<file path="src/design/boot_gate_pkg.sv">
// Purpose: Shared constants for the boot-loader password gate and its controller
// Assumes: Byte-wide link, 16-bit flash address space
// Notes:   Pointers travel as 3 bytes, most significant first
package boot_gate_pkg;
  // ==========================================================
  // Commands
  localparam logic [7:0]  CMD_ERASE     = 8'hf0;
  localparam logic [7:0]  CMD_WRITE     = 8'h30;
  localparam logic [7:0]  CMD_READ      = 8'h40;
  localparam logic [7:0]  CMD_LOADER    = 8'h60;
  localparam logic [7:0]  CMD_SECURE    = 8'hfa;
  localparam logic [7:0]  CMD_STATUS    = 8'hc3;
  // ==========================================================
  // Address windows and values
  localparam logic [23:0] WIN_LO        = 24'h008000;
  localparam logic [23:0] WIN_HI        = 24'h00feff;
  localparam logic [23:0] CMP_LIMIT     = 24'h00ff00;
  localparam logic [7:0]  MIN_LEN       = 8'h07;
  localparam logic [15:0] BLANK_LO      = 16'hffe0;
  localparam logic [5:0]  BLANK_CNT     = 6'h20;
  localparam logic [15:0] OPT_ADDR      = 16'hfffa;
  localparam logic [7:0]  ERASED        = 8'hff;
  localparam logic [7:0]  REC_START     = 8'h3a;
  localparam logic [1:0]  RUN_LIMIT     = 2'h2;
  localparam logic [2:0]  PTR_BYTES     = 3'h6;
  // ==========================================================
  // Status response layout
  localparam int          STAT_BLANK    = 0;
  localparam int          STAT_PROT     = 1;
  // ==========================================================
  // Helpers
  function automatic logic in_win(input logic [23:0] a, input logic [23:0] hi);
    in_win = (a >= WIN_LO) && (a <= hi);
  endfunction : in_win

  function automatic logic gated_cmd(input logic [7:0] c);
    gated_cmd = (c == CMD_ERASE) || (c == CMD_WRITE) || (c == CMD_READ) ||
                (c == CMD_LOADER) || (c == CMD_SECURE);
  endfunction : gated_cmd
endpackage : boot_gate_pkg

</file>
<file path="src/design/boot_link_if.sv">
// Purpose: Byte link between the external controller and the gate
// Assumes: Both ends on one clock
// Notes:   Controller to device is valid/ready; device to controller is a pulse
`timescale 1ns/100ps
interface boot_link_if;
  logic       h2d_valid;
  logic [7:0] h2d_data;
  logic       h2d_ready;
  logic       d2h_valid;
  logic [7:0] d2h_data;

  modport dev (input h2d_valid, input h2d_data, output h2d_ready,
               output d2h_valid, output d2h_data);
  modport ctl (output h2d_valid, output h2d_data, input h2d_ready,
               input d2h_valid, input d2h_data);
endinterface : boot_link_if

</file>
<file path="src/design/run_check.sv">
// Purpose: Flags a byte that would be the third identical one in a row
// Assumes: Cleared before each password string
// Notes:   run3 is combinational on the offered byte
`timescale 1ns/100ps
module run_check (
  input  wire logic       clk,
  input  wire logic       rst,
  input  wire logic       clear,
  input  wire logic       valid,
  input  wire logic [7:0] data,
  output logic            run3
);
  import boot_gate_pkg::*;
  logic [7:0] prev_r;
  logic [1:0] cnt_r;

  // Third occurrence of the same byte in a row
  assign run3 = valid && (cnt_r == RUN_LIMIT) && (data == prev_r);

  // Track length of the current run
  always_ff @(posedge clk) begin
    if (rst || clear) begin
      prev_r <= 8'h00;
      cnt_r  <= 2'h0;
    end else if (valid) begin
      prev_r <= data;
      if (cnt_r != 2'h0 && data == prev_r) begin
        if (cnt_r != RUN_LIMIT) cnt_r <= cnt_r + 2'h1;
      end else begin
        cnt_r <= 2'h1;
      end
    end
  end
endmodule : run_check

</file>
<file path="src/design/boot_gate.sv">
// Purpose: Password gate in front of the serial boot-loader command set
// Assumes: FLASH_DATA shows the byte at the address FLASH_ADDR held at the last edge
// Notes:   Lock state is left only by SYS_RST
// Behaviour
// Passwords live in flash 0x8000..0xFEFF
// Length byte below 0x07 or bad pointer fails
// Non-blank compare pointer at most 0xFF00-N
// Compare N received bytes against flash
// Mismatch or triple repeat fails, locks
// Locked device ignores link until reset
// Blank when 0xFFE0..0xFFFF all 0xFF
// Blank part: pointers checked, string skipped
// Gated commands need pointers and password
// Grant only after authentication, else lock
// Pointer errors: no response, lock
// Blank write/loader: discard until 0x3A
// Controller omits dummy string for blank; boot_ctl omits it only for erase, write and loader
// Controller sends no string for blank erase
// Chip erase makes part blank again
// Parallel mode: only protection flag restricts
// Debug start needs successful authentication
// Protection flag blocks access commands
// 0xFA sets flag, chip erase clears
// Status response reports blank state
// Option byte 0xFF skips string for erase
// Locked: discard bytes, transmit nothing
`timescale 1ns/100ps
module boot_gate (
  input  wire logic        CLK,
  input  wire logic        SYS_RST,
  boot_link_if.dev         LINK,
  output logic [15:0]      FLASH_ADDR,
  input  wire logic [7:0]  FLASH_DATA,
  input  wire logic        PAR_MODE,
  input  wire logic        DEBUG_REQ,
  input  wire logic        OP_DONE,
  input  wire logic        OP_ABORT,
  input  wire logic        CHIP_ERASE_DONE,
  output logic             OP_VALID,
  output logic [7:0]       OP_CMD,
  output logic             OP_BYPASS,
  output logic             LOCKED,
  output logic             BLANK,
  output logic             PROTECTED,
  output logic             PAR_ACCESS_OK,
  output logic             DEBUG_START
);
  import boot_gate_pkg::*;

  typedef enum {ST_SCAN, ST_CMD, ST_PTR, ST_LEN, ST_PW, ST_HUNT, ST_BUSY,
                ST_LOCK} gate_e;

  gate_e       state_r;
  logic [15:0] flash_addr_r;
  logic [15:0] addr_prev_r;
  logic        data_ok;
  logic [5:0]  scan_r;
  logic        blank_r;
  logic        blank_acc_r;
  logic        opt_free_r;
  logic        prot_r;
  logic        auth_r;
  logic [7:0]  cmd_r;
  logic [2:0]  ptr_cnt_r;
  logic [23:0] len_ptr_r;
  logic [23:0] cmp_ptr_r;
  logic [7:0]  n_r;
  logic [7:0]  idx_r;
  logic        rx;
  logic        run3;
  logic        ptr_bad;
  logic        op_valid_r;
  logic        bypass_r;
  logic        d2h_valid_r;
  logic [7:0]  d2h_data_r;
  logic        par_ok_r;
  logic        dbg_r;

  // ==========================================================
  // Link handshake
  assign data_ok = (addr_prev_r == flash_addr_r);
  assign rx      = LINK.h2d_valid && LINK.h2d_ready;

  // Accept only where a byte is consumed; lock swallows all
  always_comb begin
    unique case (state_r)
      ST_CMD, ST_PTR, ST_HUNT, ST_LOCK: LINK.h2d_ready = 1'b1;
      ST_PW:                            LINK.h2d_ready = data_ok;
      default:                          LINK.h2d_ready = 1'b0;
    endcase
  end

  assign LINK.d2h_valid = d2h_valid_r;
  assign LINK.d2h_data  = d2h_data_r;
  assign FLASH_ADDR     = flash_addr_r;
  assign OP_VALID       = op_valid_r;
  assign OP_CMD         = cmd_r;
  assign OP_BYPASS      = bypass_r;
  assign LOCKED         = (state_r == ST_LOCK);
  assign BLANK          = blank_r;
  assign PROTECTED      = prot_r;
  assign PAR_ACCESS_OK  = par_ok_r;
  assign DEBUG_START    = dbg_r;

  // Pointer range checks once N is known
  always_comb begin
    ptr_bad = !in_win(len_ptr_r, WIN_HI);
    if (blank_r) begin
      ptr_bad = ptr_bad || !in_win(cmp_ptr_r, WIN_HI);
    end else begin
      ptr_bad = ptr_bad || (FLASH_DATA < MIN_LEN) ||
                !in_win(cmp_ptr_r, CMP_LIMIT - {16'h0000, FLASH_DATA});
    end
  end

  // ==========================================================
  // Repeat detector on the password string
  run_check u_run (
    .clk   (CLK),
    .rst   (SYS_RST),
    .clear (state_r != ST_PW),
    .valid (rx && state_r == ST_PW),
    .data  (LINK.h2d_data),
    .run3  (run3)
  );

  // ==========================================================
  // Flash read address history
  always_ff @(posedge CLK) begin
    if (SYS_RST) addr_prev_r <= 16'h0000;
    else         addr_prev_r <= flash_addr_r;
  end

  // ==========================================================
  // Main sequencer
  always_ff @(posedge CLK) begin
    if (SYS_RST) begin
      state_r      <= ST_SCAN;
      flash_addr_r <= BLANK_LO;
      scan_r       <= 6'h00;
      blank_acc_r  <= 1'b1;
      blank_r      <= 1'b0;
      opt_free_r   <= 1'b0;
      cmd_r        <= 8'h00;
      ptr_cnt_r    <= 3'h0;
      len_ptr_r    <= 24'h000000;
      cmp_ptr_r    <= 24'h000000;
      n_r          <= 8'h00;
      idx_r        <= 8'h00;
      op_valid_r   <= 1'b0;
      bypass_r     <= 1'b0;
    end else begin
      op_valid_r <= 1'b0;
      unique case (state_r)
        // Blank check then option byte
        ST_SCAN: if (data_ok) begin
          if (scan_r == BLANK_CNT) begin
            opt_free_r <= (FLASH_DATA == ERASED);
            blank_r    <= blank_acc_r;
            state_r    <= ST_CMD;
          end else begin
            blank_acc_r  <= blank_acc_r && (FLASH_DATA == ERASED);
            scan_r       <= scan_r + 6'h01;
            flash_addr_r <= (scan_r == BLANK_CNT - 6'h01) ? OPT_ADDR
                            : BLANK_LO + {10'h000, scan_r + 6'h01};
          end
        end
        ST_CMD: if (rx) begin
          cmd_r     <= LINK.h2d_data;
          ptr_cnt_r <= 3'h0;
          bypass_r  <= 1'b0;
          if (LINK.h2d_data == CMD_STATUS) begin
            state_r <= ST_CMD;
          end else if (!gated_cmd(LINK.h2d_data)) begin
            state_r <= ST_LOCK;
          end else if (prot_r && LINK.h2d_data != CMD_ERASE) begin
            state_r <= ST_LOCK;
          end else begin
            state_r <= ST_PTR;
          end
        end
        // Length pointer then compare pointer, MSB first
        ST_PTR: if (rx) begin
          if (ptr_cnt_r < 3'h3) len_ptr_r <= {len_ptr_r[15:0], LINK.h2d_data};
          else                  cmp_ptr_r <= {cmp_ptr_r[15:0], LINK.h2d_data};
          ptr_cnt_r <= ptr_cnt_r + 3'h1;
          if (ptr_cnt_r == PTR_BYTES - 3'h1) begin
            state_r <= ST_LEN;
          end
        end
        ST_LEN: if (flash_addr_r != len_ptr_r[15:0]) begin
          flash_addr_r <= len_ptr_r[15:0];
        end else if (data_ok) begin
          n_r   <= FLASH_DATA;
          idx_r <= 8'h00;
          if (ptr_bad) begin
            state_r <= ST_LOCK;
          end else if (blank_r) begin
            if (cmd_r == CMD_WRITE || cmd_r == CMD_LOADER) begin
              state_r <= ST_HUNT;
            end else begin
              state_r    <= ST_BUSY;
              op_valid_r <= 1'b1;
            end
          end else if (cmd_r == CMD_ERASE && opt_free_r) begin
            state_r    <= ST_BUSY;
            op_valid_r <= 1'b1;
            bypass_r   <= 1'b1;
          end else begin
            state_r      <= ST_PW;
            flash_addr_r <= cmp_ptr_r[15:0];
          end
        end
        // Byte-by-byte compare against flash
        ST_PW: if (rx) begin
          if (LINK.h2d_data != FLASH_DATA || run3) begin
            state_r <= ST_LOCK;
          end else if (idx_r == n_r - 8'h01) begin
            state_r    <= ST_BUSY;
            op_valid_r <= 1'b1;
          end else begin
            idx_r        <= idx_r + 8'h01;
            flash_addr_r <= flash_addr_r + 16'h0001;
          end
        end
        ST_HUNT: if (rx && LINK.h2d_data == REC_START) begin
          state_r    <= ST_BUSY;
          op_valid_r <= 1'b1;
        end
        ST_BUSY: if (OP_ABORT) begin
          state_r <= ST_LOCK;
        end else if (CHIP_ERASE_DONE) begin
          state_r      <= ST_SCAN;
          scan_r       <= 6'h00;
          blank_acc_r  <= 1'b1;
          flash_addr_r <= BLANK_LO;
        end else if (OP_DONE) begin
          state_r <= ST_CMD;
        end
        ST_LOCK: state_r <= ST_LOCK;
      endcase
    end
  end

  // ==========================================================
  // Protection flag and authentication record
  always_ff @(posedge CLK) begin
    if (SYS_RST) begin
      prot_r <= 1'b0;
      auth_r <= 1'b0;
    end else begin
      if (state_r == ST_BUSY && CHIP_ERASE_DONE && !OP_ABORT) begin
        prot_r <= 1'b0;
        auth_r <= 1'b0;
      end else if (op_valid_r && cmd_r == CMD_SECURE) begin
        prot_r <= 1'b1;
      end
      if (state_r == ST_PW && rx && LINK.h2d_data == FLASH_DATA && !run3 &&
          idx_r == n_r - 8'h01) begin
        auth_r <= 1'b1;
      end
    end
  end

  // ==========================================================
  // Status response, parallel access and debug start
  always_ff @(posedge CLK) begin
    if (SYS_RST) begin
      d2h_valid_r <= 1'b0;
      d2h_data_r  <= 8'h00;
      par_ok_r    <= 1'b0;
      dbg_r       <= 1'b0;
    end else begin
      d2h_valid_r <= rx && state_r == ST_CMD && LINK.h2d_data == CMD_STATUS;
      if (rx && state_r == ST_CMD && LINK.h2d_data == CMD_STATUS) begin
        d2h_data_r             <= 8'h00;
        d2h_data_r[STAT_BLANK] <= blank_r;
        d2h_data_r[STAT_PROT]  <= prot_r;
      end
      par_ok_r <= PAR_MODE && !prot_r;
      dbg_r    <= DEBUG_REQ && auth_r && state_r != ST_LOCK;
    end
  end
endmodule : boot_gate

</file>
<file path="src/flat_wrapper.sv">
// flat-port wrapper written by rule: the top's interface ports become plain ports
module boot_gate_flat import boot_gate_pkg::*;
  (CLK, SYS_RST, FLASH_ADDR, FLASH_DATA, PAR_MODE, DEBUG_REQ, OP_DONE, OP_ABORT, CHIP_ERASE_DONE, OP_VALID, OP_CMD, OP_BYPASS, LOCKED, BLANK, PROTECTED, PAR_ACCESS_OK, DEBUG_START, LINK_h2d_valid, LINK_h2d_data, LINK_h2d_ready, LINK_d2h_valid, LINK_d2h_data);
  boot_link_if LINK_i ();
  input  wire logic CLK;
  input  wire logic SYS_RST;
  output logic [15:0] FLASH_ADDR;
  input  wire logic [7:0] FLASH_DATA;
  input  wire logic PAR_MODE;
  input  wire logic DEBUG_REQ;
  input  wire logic OP_DONE;
  input  wire logic OP_ABORT;
  input  wire logic CHIP_ERASE_DONE;
  output logic OP_VALID;
  output logic [7:0] OP_CMD;
  output logic OP_BYPASS;
  output logic LOCKED;
  output logic BLANK;
  output logic PROTECTED;
  output logic PAR_ACCESS_OK;
  output logic DEBUG_START;
  input wire logic [$bits(LINK_i.h2d_valid)-1:0] LINK_h2d_valid;
  input wire logic [$bits(LINK_i.h2d_data)-1:0] LINK_h2d_data;
  output wire logic [$bits(LINK_i.h2d_ready)-1:0] LINK_h2d_ready;
  output wire logic [$bits(LINK_i.d2h_valid)-1:0] LINK_d2h_valid;
  output wire logic [$bits(LINK_i.d2h_data)-1:0] LINK_d2h_data;
  assign LINK_i.h2d_valid = LINK_h2d_valid;
  assign LINK_i.h2d_data = LINK_h2d_data;
  assign LINK_h2d_ready = LINK_i.h2d_ready;
  assign LINK_d2h_valid = LINK_i.d2h_valid;
  assign LINK_d2h_data = LINK_i.d2h_data;
  boot_gate u_core (.CLK(CLK), .SYS_RST(SYS_RST), .LINK(LINK_i), .FLASH_ADDR(FLASH_ADDR), .FLASH_DATA(FLASH_DATA), .PAR_MODE(PAR_MODE), .DEBUG_REQ(DEBUG_REQ), .OP_DONE(OP_DONE), .OP_ABORT(OP_ABORT), .CHIP_ERASE_DONE(CHIP_ERASE_DONE), .OP_VALID(OP_VALID), .OP_CMD(OP_CMD), .OP_BYPASS(OP_BYPASS), .LOCKED(LOCKED), .BLANK(BLANK), .PROTECTED(PROTECTED), .PAR_ACCESS_OK(PAR_ACCESS_OK), .DEBUG_START(DEBUG_START));
endmodule
</file>
<file path="config.mk">
export PLATFORM = sky130hd
export DESIGN_NAME = boot_gate_flat
export DESIGN_NICKNAME = d
export VERILOG_FILES = /design/src/design/boot_gate_pkg.sv /design/src/design/boot_link_if.sv /design/src/design/run_check.sv /design/src/design/boot_gate.sv /design/src/flat_wrapper.sv
export SDC_FILE = /design/constraint.sdc
export NUM_CORES = 1
export LEC_CHECK = 0
export ABC_AREA = 1
export ABC_CLOCK_PERIOD_IN_PS = 3300
export BUFFER_PORTS_ARGS = -buffer_cell sky130_fd_sc_hd__clkbuf_2
export CAP_MARGIN = 25
export CORE_AREA = 2 2 119 168
export DETAILED_ROUTE_END_ITERATION = 16
export DIE_AREA = 0 0 121 170
export GPL_ROUTABILITY_DRIVEN = 0
export HOLD_SLACK_MARGIN = 0.12
export PLACE_DENSITY = 0.58
export SLEW_MARGIN = 20
export SYNTH_ARGS = -nofsm -noshare
export SYNTH_HDL_FRONTEND = slang
export SYNTH_HIERARCHICAL = 1
export SYNTH_SLANG_ARGS = --single-unit
</file>
<file path="constraint.sdc">
create_clock -name CLK -period 3.3 [get_ports CLK]
set_input_delay 0.33 -clock CLK [delete_from_list [all_inputs] [get_ports CLK]]
set_output_delay 0.33 -clock CLK [all_outputs]
set_load 0.01 [all_outputs]
</file>
==> flow_metrics.tcl, run 1 <==
set metrics [dict create \
    io_buffers 58 \
    first_global_vias 7451 \
    setup_tns_ps 0 \
    cts_resized 0 \
    netlist-cell-type-count 51 \
    finalWirelength_um 24680 \
    max_freq_mhz 331.9 \
    synth_largest_area_cell "dfxtp_1" \
    hpwl_um 18460 \
    ir_drop_uv 313.9 \
    numCtsBuffers 17 \
    cts_buffer_depth 2 \
    cts_tree "yes" \
    first_pass_iters 7 \
    yosysWarnings 6 \
    regArea_um2 2763 \
    worstPathRequired_ps 3650 \
    use_met3_pct 4.323 \
    met1_usage_pct 27.72 \
    die_h_um 170 \
    drive_gt1_share_pct 12.52 \
    numClockSinks 138 \
    grtUsageMet2_pct 42.99 \
    grt_pass1_wl_um 38940 \
    final_core_util_pct 48.22 \
    synthCells 1162 \
    drc 0 \
    num_antenna_cells 0 \
    postCtsSetupRepairBufs 0 \
    outcome "finished, final reports clean" \
    htree_levels 4 \
    end_kind "register" \
    synth_edf_count 0 \
    grt-busiest-layer "met2" \
    power_density_nw_per_um2 452.5 \
    setup_viol 0 \
    num_rows 60 \
    worst_ep_arrival_time_ps 3360 \
    report.power.total_mw 4.145 \
    vias 7879 \
    post-place-cells 1445 \
    startpoint_type "register" \
    fillCellCount 1983 \
    drv_slew 0 \
    io_pins 65 \
    antenna_found_initial 0 \
    yosys.area.top_type_share_pct 34.95 \
    nets 1261 \
    core_um2 18990 \
    initial_core_util_pct 41.62 \
    synthFlopType "dfxtp_1" \
    drt_first_iter_violations 619 \
    syn-cell-area_um2 7905 \
    hold_viol 0 \
    max_slew_margin_pct 34.96 \
    dieArea_um2 20570 \
    netlist_top_cells_area "dfxtp_1, nand2_1, a21oi_1" \
    critPathKind "register to register" \
    tightest_slew_ps 974.2 \
    synth.avg_cell_area_um2 6.803 \
    rsz0062_at_grt "false" \
    multi_input_comb_area_um2 4344 \
    hold_path_class "input port to register" \
    area_growth_pct 15.86 \
    post-route-period-util_pct 91.29 \
    grt_max_degree 64 \
    viasPerCell 5.331 \
    fin_hold_ws_ps 144.7 \
    clk_root_buffer_cell "clkbuf_16" \
    fin_cells 1478 \
    path_max_fanout 9 \
    maxCapViolations 0 \
    ys_seq_area_share_pct 34.95 \
    ys_async_sr_fraction_pct 0 \
    fin_crit_ps 3013 \
    ant_nets 0 \
    fin_skew_ps 9.241 \
    clkLatencyLatePin_ps 430 \
    synth-seq-cells 138 \
    leakage_nw 4.114 \
    wire_per_inst_um 16.70 \
    die_width_um 121 \
    clk_pin_slew_worst_paths_ps 60 \
    gr-total-overflow 0 \
    grt_use_total_pct 24.46 \
]
[critical path: stages (launching register included)]
cell,delay (ps)
dfxtp_1,380
or2_1,250
a21oi_1,120
nand2_1,80
nor2_2,180
nand2_2,160
nor3_1,290
and3_2,230
inv_1,40
o21ai_0,70
nor2_1,80
nand3_1,120
o21ai_1,90
nand2_1,130
clkinv_1,250
nand3_2,270
nand2_1,70
a21oi_1,120
[layout by cell type, fill, tap and decap left out, types with 9 or more instances in the layout]
master	n
o21ai_1	16
nor3_1	21
xor2_1	30
inv_1	128
nand3_1	80
o21ai_0	87
nor2_1	138
dfxtp_1	138
clkbuf_2	58
nand2_1	196
xnor2_1	14
nor4_1	9
nand4_1	31
clkbuf_16	17
a21oi_1	118
inv_2	11
ha_1	20
buf_4	25
[routing by layer]
metal / wire [µm] / vias to the layer above
li1: - / 3946
met1: 9955 / 3618
met2: 12480 / 242
met3: 1187 / 73
met4: 1048 / 0
met5: 0 / -
[through the flow]
step                setup WS [ps]  area, µm²
finish                      287.4       9159
global route                71.94       9159
CTS                         323.9       9159
global placement            346.4       8444
detailed placement          291.9       8444
floorplan                   315.9       7924
[worst paths after layout]
check                                                   startpoint                            end  slack (ps)  cells past startpoint
worst max-delay path            u_core/FLASH_ADDR[15]$_SDFFE_PP1P_   u_core/idx_r[4]$_SDFFE_PP0P_         290                     17
worst min-delay path                                     DEBUG_REQ  u_core/DEBUG_START$_SDFF_PP0_         140                      2
worst max register to register  u_core/FLASH_ADDR[15]$_SDFFE_PP1P_   u_core/idx_r[4]$_SDFFE_PP0P_         290                     17
worst min register to register          u_core/auth_r$_SDFFE_PP0P_  u_core/DEBUG_START$_SDFF_PP0_         460                      2
[logic make-up (layout without fill, tap and decap cells)]
group                      after synthesis  in the layout  synth area share, %
and+or+nand+nor                        512            512                29.44
AOI/OAI and AO/OA                      252            252                17.19
buffers and inverters                  195            258                10.34
DFF                                    138            138                34.95
xor gates and xnor gates                44             44                4.875
adders and majority gates               20             20                3.166
other                                    1              6              0.04744
[registers in the layout, summed over array words and instances, names as in the netlist, 2 cells and up]
register,flops
u_core/addr_prev_r,16
u_core/idx_r,8
u_core/u_run/cnt_r,2
u_core/scan_r,6
u_core/u_run/prev_r,8
u_core/len_ptr_r,24
u_core/FLASH_ADDR,16
u_core/LINK.d2h_data,2
u_core/ptr_cnt_r,3
u_core/state_r,3
u_core/n_r,8
u_core/OP_CMD,8
u_core/cmp_ptr_r,24
[what timing repair did]
item | 4_1_cts | 5_1_grt
setup endpoints to repair | 0 | 0
endpoints found under the hold margin | 1 | 0
hold buffers | 1 | 0
[where the power goes]
part	internal, mW	leakage, nW	switching (mW)
clock network	1.53	0.339	0.793
logic	0.0439	2.66	0.104
registers	1.67	1.12	0.00379
[synthesized netlist by cell type, types with 20 or more instances]
cell type  number
nor2_1        138
nand2_1       196
nand4_1        31
dfxtp_1       138
o21ai_0        87
nand3_1        80
nor3_1         21
a21oi_1       118
inv_1         129
clkbuf_1       21
xor2_1         30
ha_1           20
[layout make-up]
cell class,count,share of cell area [%]
Inverter,141,5.779
Sequential cell,138,30.16
Clock inverter,13,2.855
Multi-Input combinational cell,834,47.43
Tap cell,248,3.388
Timing Repair Buffer,85,5.546
Clock buffer,19,4.836
Power figures use the tool's default switching activity.
==> inputs of run 2 (changes only) <==
--- a/config.mk
+++ b/config.mk
@@ -7,14 +7,14 @@
 export LEC_CHECK = 0
 export ABC_AREA = 1
 export ABC_CLOCK_PERIOD_IN_PS = 3300
-export BUFFER_PORTS_ARGS = -buffer_cell sky130_fd_sc_hd__clkbuf_2
+export BUFFER_PORTS_ARGS = -buffer_cell sky130_fd_sc_hd__buf_2
 export CAP_MARGIN = 25
-export CORE_AREA = 2 2 119 168
+export CORE_AREA = 2 2 116 162
 export DETAILED_ROUTE_END_ITERATION = 16
-export DIE_AREA = 0 0 121 170
+export DIE_AREA = 0 0 118 164
 export GPL_ROUTABILITY_DRIVEN = 0
 export HOLD_SLACK_MARGIN = 0.12
-export PLACE_DENSITY = 0.58
+export PLACE_DENSITY = 0.61
 export SLEW_MARGIN = 20
 export SYNTH_ARGS = -nofsm -noshare
 export SYNTH_HDL_FRONTEND = slang
==> run 2 against run 1 <==
Compared with the run above:
- first-iteration DRC count shrank 22%
- via count shrank 0.16%
- global-route usage grew 1.1 points
- critical path depth grew 4
- clock skew is essentially flat
- setup slack gained 230 ps
- critical endpoint is now u_core/FLASH_ADDR[11]$_SDFFE_PP1P_
- highest routed layer unchanged
==> flow_metrics.tcl, run 2 (synthesized netlist as in run 1, its figures left out) <==
set metrics [dict create \
    outcome "finished, final reports clean" \
    gr-total-overflow 0 \
    antenna_found_initial 0 \
    grt_max_degree 64 \
    hold_path_class "input port to register" \
    end_kind "register" \
    nets 1264 \
    report.power.total_mw 3.932 \
    setup_viol 0 \
    htree_levels 4 \
    drv_slew 0 \
    worst_ep_arrival_time_ps 3080 \
    maxCapViolations 0 \
    dieArea_um2 19350 \
    slowest_stage "dfxtp_1" \
    path_max_fanout 17 \
    wire_per_inst_um 16.61 \
    slowest_delay_ps 330 \
    initial_core_util_pct 44.10 \
    io_buffers 58 \
    drc 0 \
    leakage_nw 4.094 \
    num_rows 58 \
    final_common_cell "nand2_1" \
    fillCellCount 1826 \
    max_freq_mhz 359.4 \
    power_density_nw_per_um2 431.8 \
    ir_drop_uv 277.1 \
    ff2ff_path_depth 21 \
    critPathKind "register to register" \
    top_regs "u_core/cmp_ptr_r (24), u_core/len_ptr_r (24)" \
    io_pins 65 \
    postCtsSetupRepairBufs 0 \
    max_slew_margin_pct 33.45 \
    grt_use_total_pct 25.59 \
    dp_worst_setup_slack_ps 170.2 \
    clk_pin_slew_worst_paths_ps 60 \
    hp-start "DEBUG_REQ" \
    cts_buffer_depth 2 \
    die_width_um 118 \
    numClockSinks 138 \
    grt_pass1_wl_um 38520 \
    setup_tns_ps 0 \
    drive_gt1_share_pct 12.74 \
    clk_root_buffer_cell "clkbuf_16" \
    fin_crit_ps 2782 \
    vias 7866 \
    crit_chain "inv_2 > nand2_1 > nand2_1 > a21oi_1 > nand3_1 > nor2_2 > nand2_2 > nor3_1 > and3_2 > inv_1 > o21ai_0 > nor2_1 > nand3_1 > o21ai_1 > inv_1 > nor2_1 > nand3_2 > nor2_4 > nand2_4 > nand2_1 > nand3_1" \
    startpoint_type "register" \
    mostFrequentLayoutCells "nand2_1, dfxtp_1, nor2_1" \
    cts_tree "yes" \
    first_pass_iters 5 \
    reg2reg_setup_slack_ps 520 \
    hpwl_um 18150 \
    die_h_um 164 \
    hold_viol 0 \
    tightest_slew_ps 998.2 \
    fin_skew_ps 9.699 \
    hold_depth 2 \
    setup_slack_ps 517.9 \
    rr_endpoint "u_core/FLASH_ADDR[11]$_SDFFE_PP1P_" \
    num_antenna_cells 0 \
    drt_first_iter_violations 481 \
    area_growth_pct 15.19 \
    worstPathRequired_ps 3600 \
    core_um2 17920 \
    clkLatencyLatePin_ps 430 \
    ant_nets 0 \
    holdPathEnd "u_core/DEBUG_START$_SDFF_PP0_" \
    post-route-period-util_pct 84.31 \
    numCtsBuffers 17 \
    viasPerCell 5.344 \
    timing.rr.start "u_core/FLASH_ADDR[4]$_SDFFE_PP0P_" \
    rsz0062_at_grt "false" \
    finalWirelength_um 24440 \
    first_global_vias 7395 \
]
-- run 2: cell types whose count changed in the layout (fill, tap and decap cells not counted) --
cell,change
buf_2,+58
buf_4,+3
bufinv_16,-2
clkbuf_1,-1
clkbuf_2,-58
clkinv_2,+4
clkinv_4,-1
clkinvlp_4,+3
inv_6,-4
-- run 2: layout make-up --
type | instances | area (µm²) | area share [%]
timing repair buffer | 88 | 530.5 | 5.826
inverter | 141 | 529.3 | 5.812
clock buffer | 18 | 439.2 | 4.823
tap | 240 | 300.3 | 3.298
sequential | 138 | 2763 | 30.34
multi-input combinational | 834 | 4344 | 47.71
clock inverter | 13 | 200.2 | 2.198
-- run 2: timing repair --
action	CTS	global route
gates resized for setup	0	0
hold endpoints to repair	1	0
hold buffers	1	0
-- run 2: report_power, final --
part           internal, mW  leakage (nW)  switching (mW)
sequential             1.67          1.12         0.00320
clock                  1.35         0.304           0.757
combinational        0.0441          2.67           0.104
-- run 2: how the worst max path moves through the flow --
stage / to / startpoint / depth (start not counted)
floorplan: u_core/FLASH_ADDR[10]$_SDFFE_PP1P_ / u_core/FLASH_ADDR[4]$_SDFFE_PP0P_ / 23
detailed placement: u_core/FLASH_ADDR[14]$_SDFFE_PP1P_ / FLASH_DATA[0] / 24
global route: u_core/len_ptr_r[19]$_SDFFE_PP0P_ / u_core/state_r[2]$_SDFFE_PP0P_ / 13
finish: u_core/FLASH_ADDR[11]$_SDFFE_PP1P_ / u_core/FLASH_ADDR[4]$_SDFFE_PP0P_ / 21
global placement: u_core/FLASH_ADDR[14]$_SDFFE_PP1P_ / FLASH_DATA[0] / 24
CTS: u_core/FLASH_ADDR[11]$_SDFFE_PP1P_ / u_core/FLASH_ADDR[14]$_SDFFE_PP1P_ / 19
-- run 2: per-layer routing --
layer  routed length (µm)  global-route usage [%]
met1                 9951                   28.98
met2                12100                   44.32
met3                 1036                   4.549
met4                 1359                   16.70
met5                    0                       0
-- run 2: critical path: cells and delay by family, from the launching register on --
family	cells	cell delay, ps
flops	1	330
simple gates	15	1820
compound gates	3	290
buf+inv	3	210
-- run 2: stage by stage --
step / util [%] / area [µm²] / instances / hold slack, ps
global placement: 47.18 / 8457 / 1440 / 459.1
CTS: 50.80 / 9106 / 1472 / 148.8
detailed placement: 47.18 / 8457 / 1440 / 458.8
finish: 50.80 / 9106 / 1472 / 163.5
floorplan: - / 7924 / 1167 / 433.0
global route: 50.80 / 9106 / 1472 / 166.8
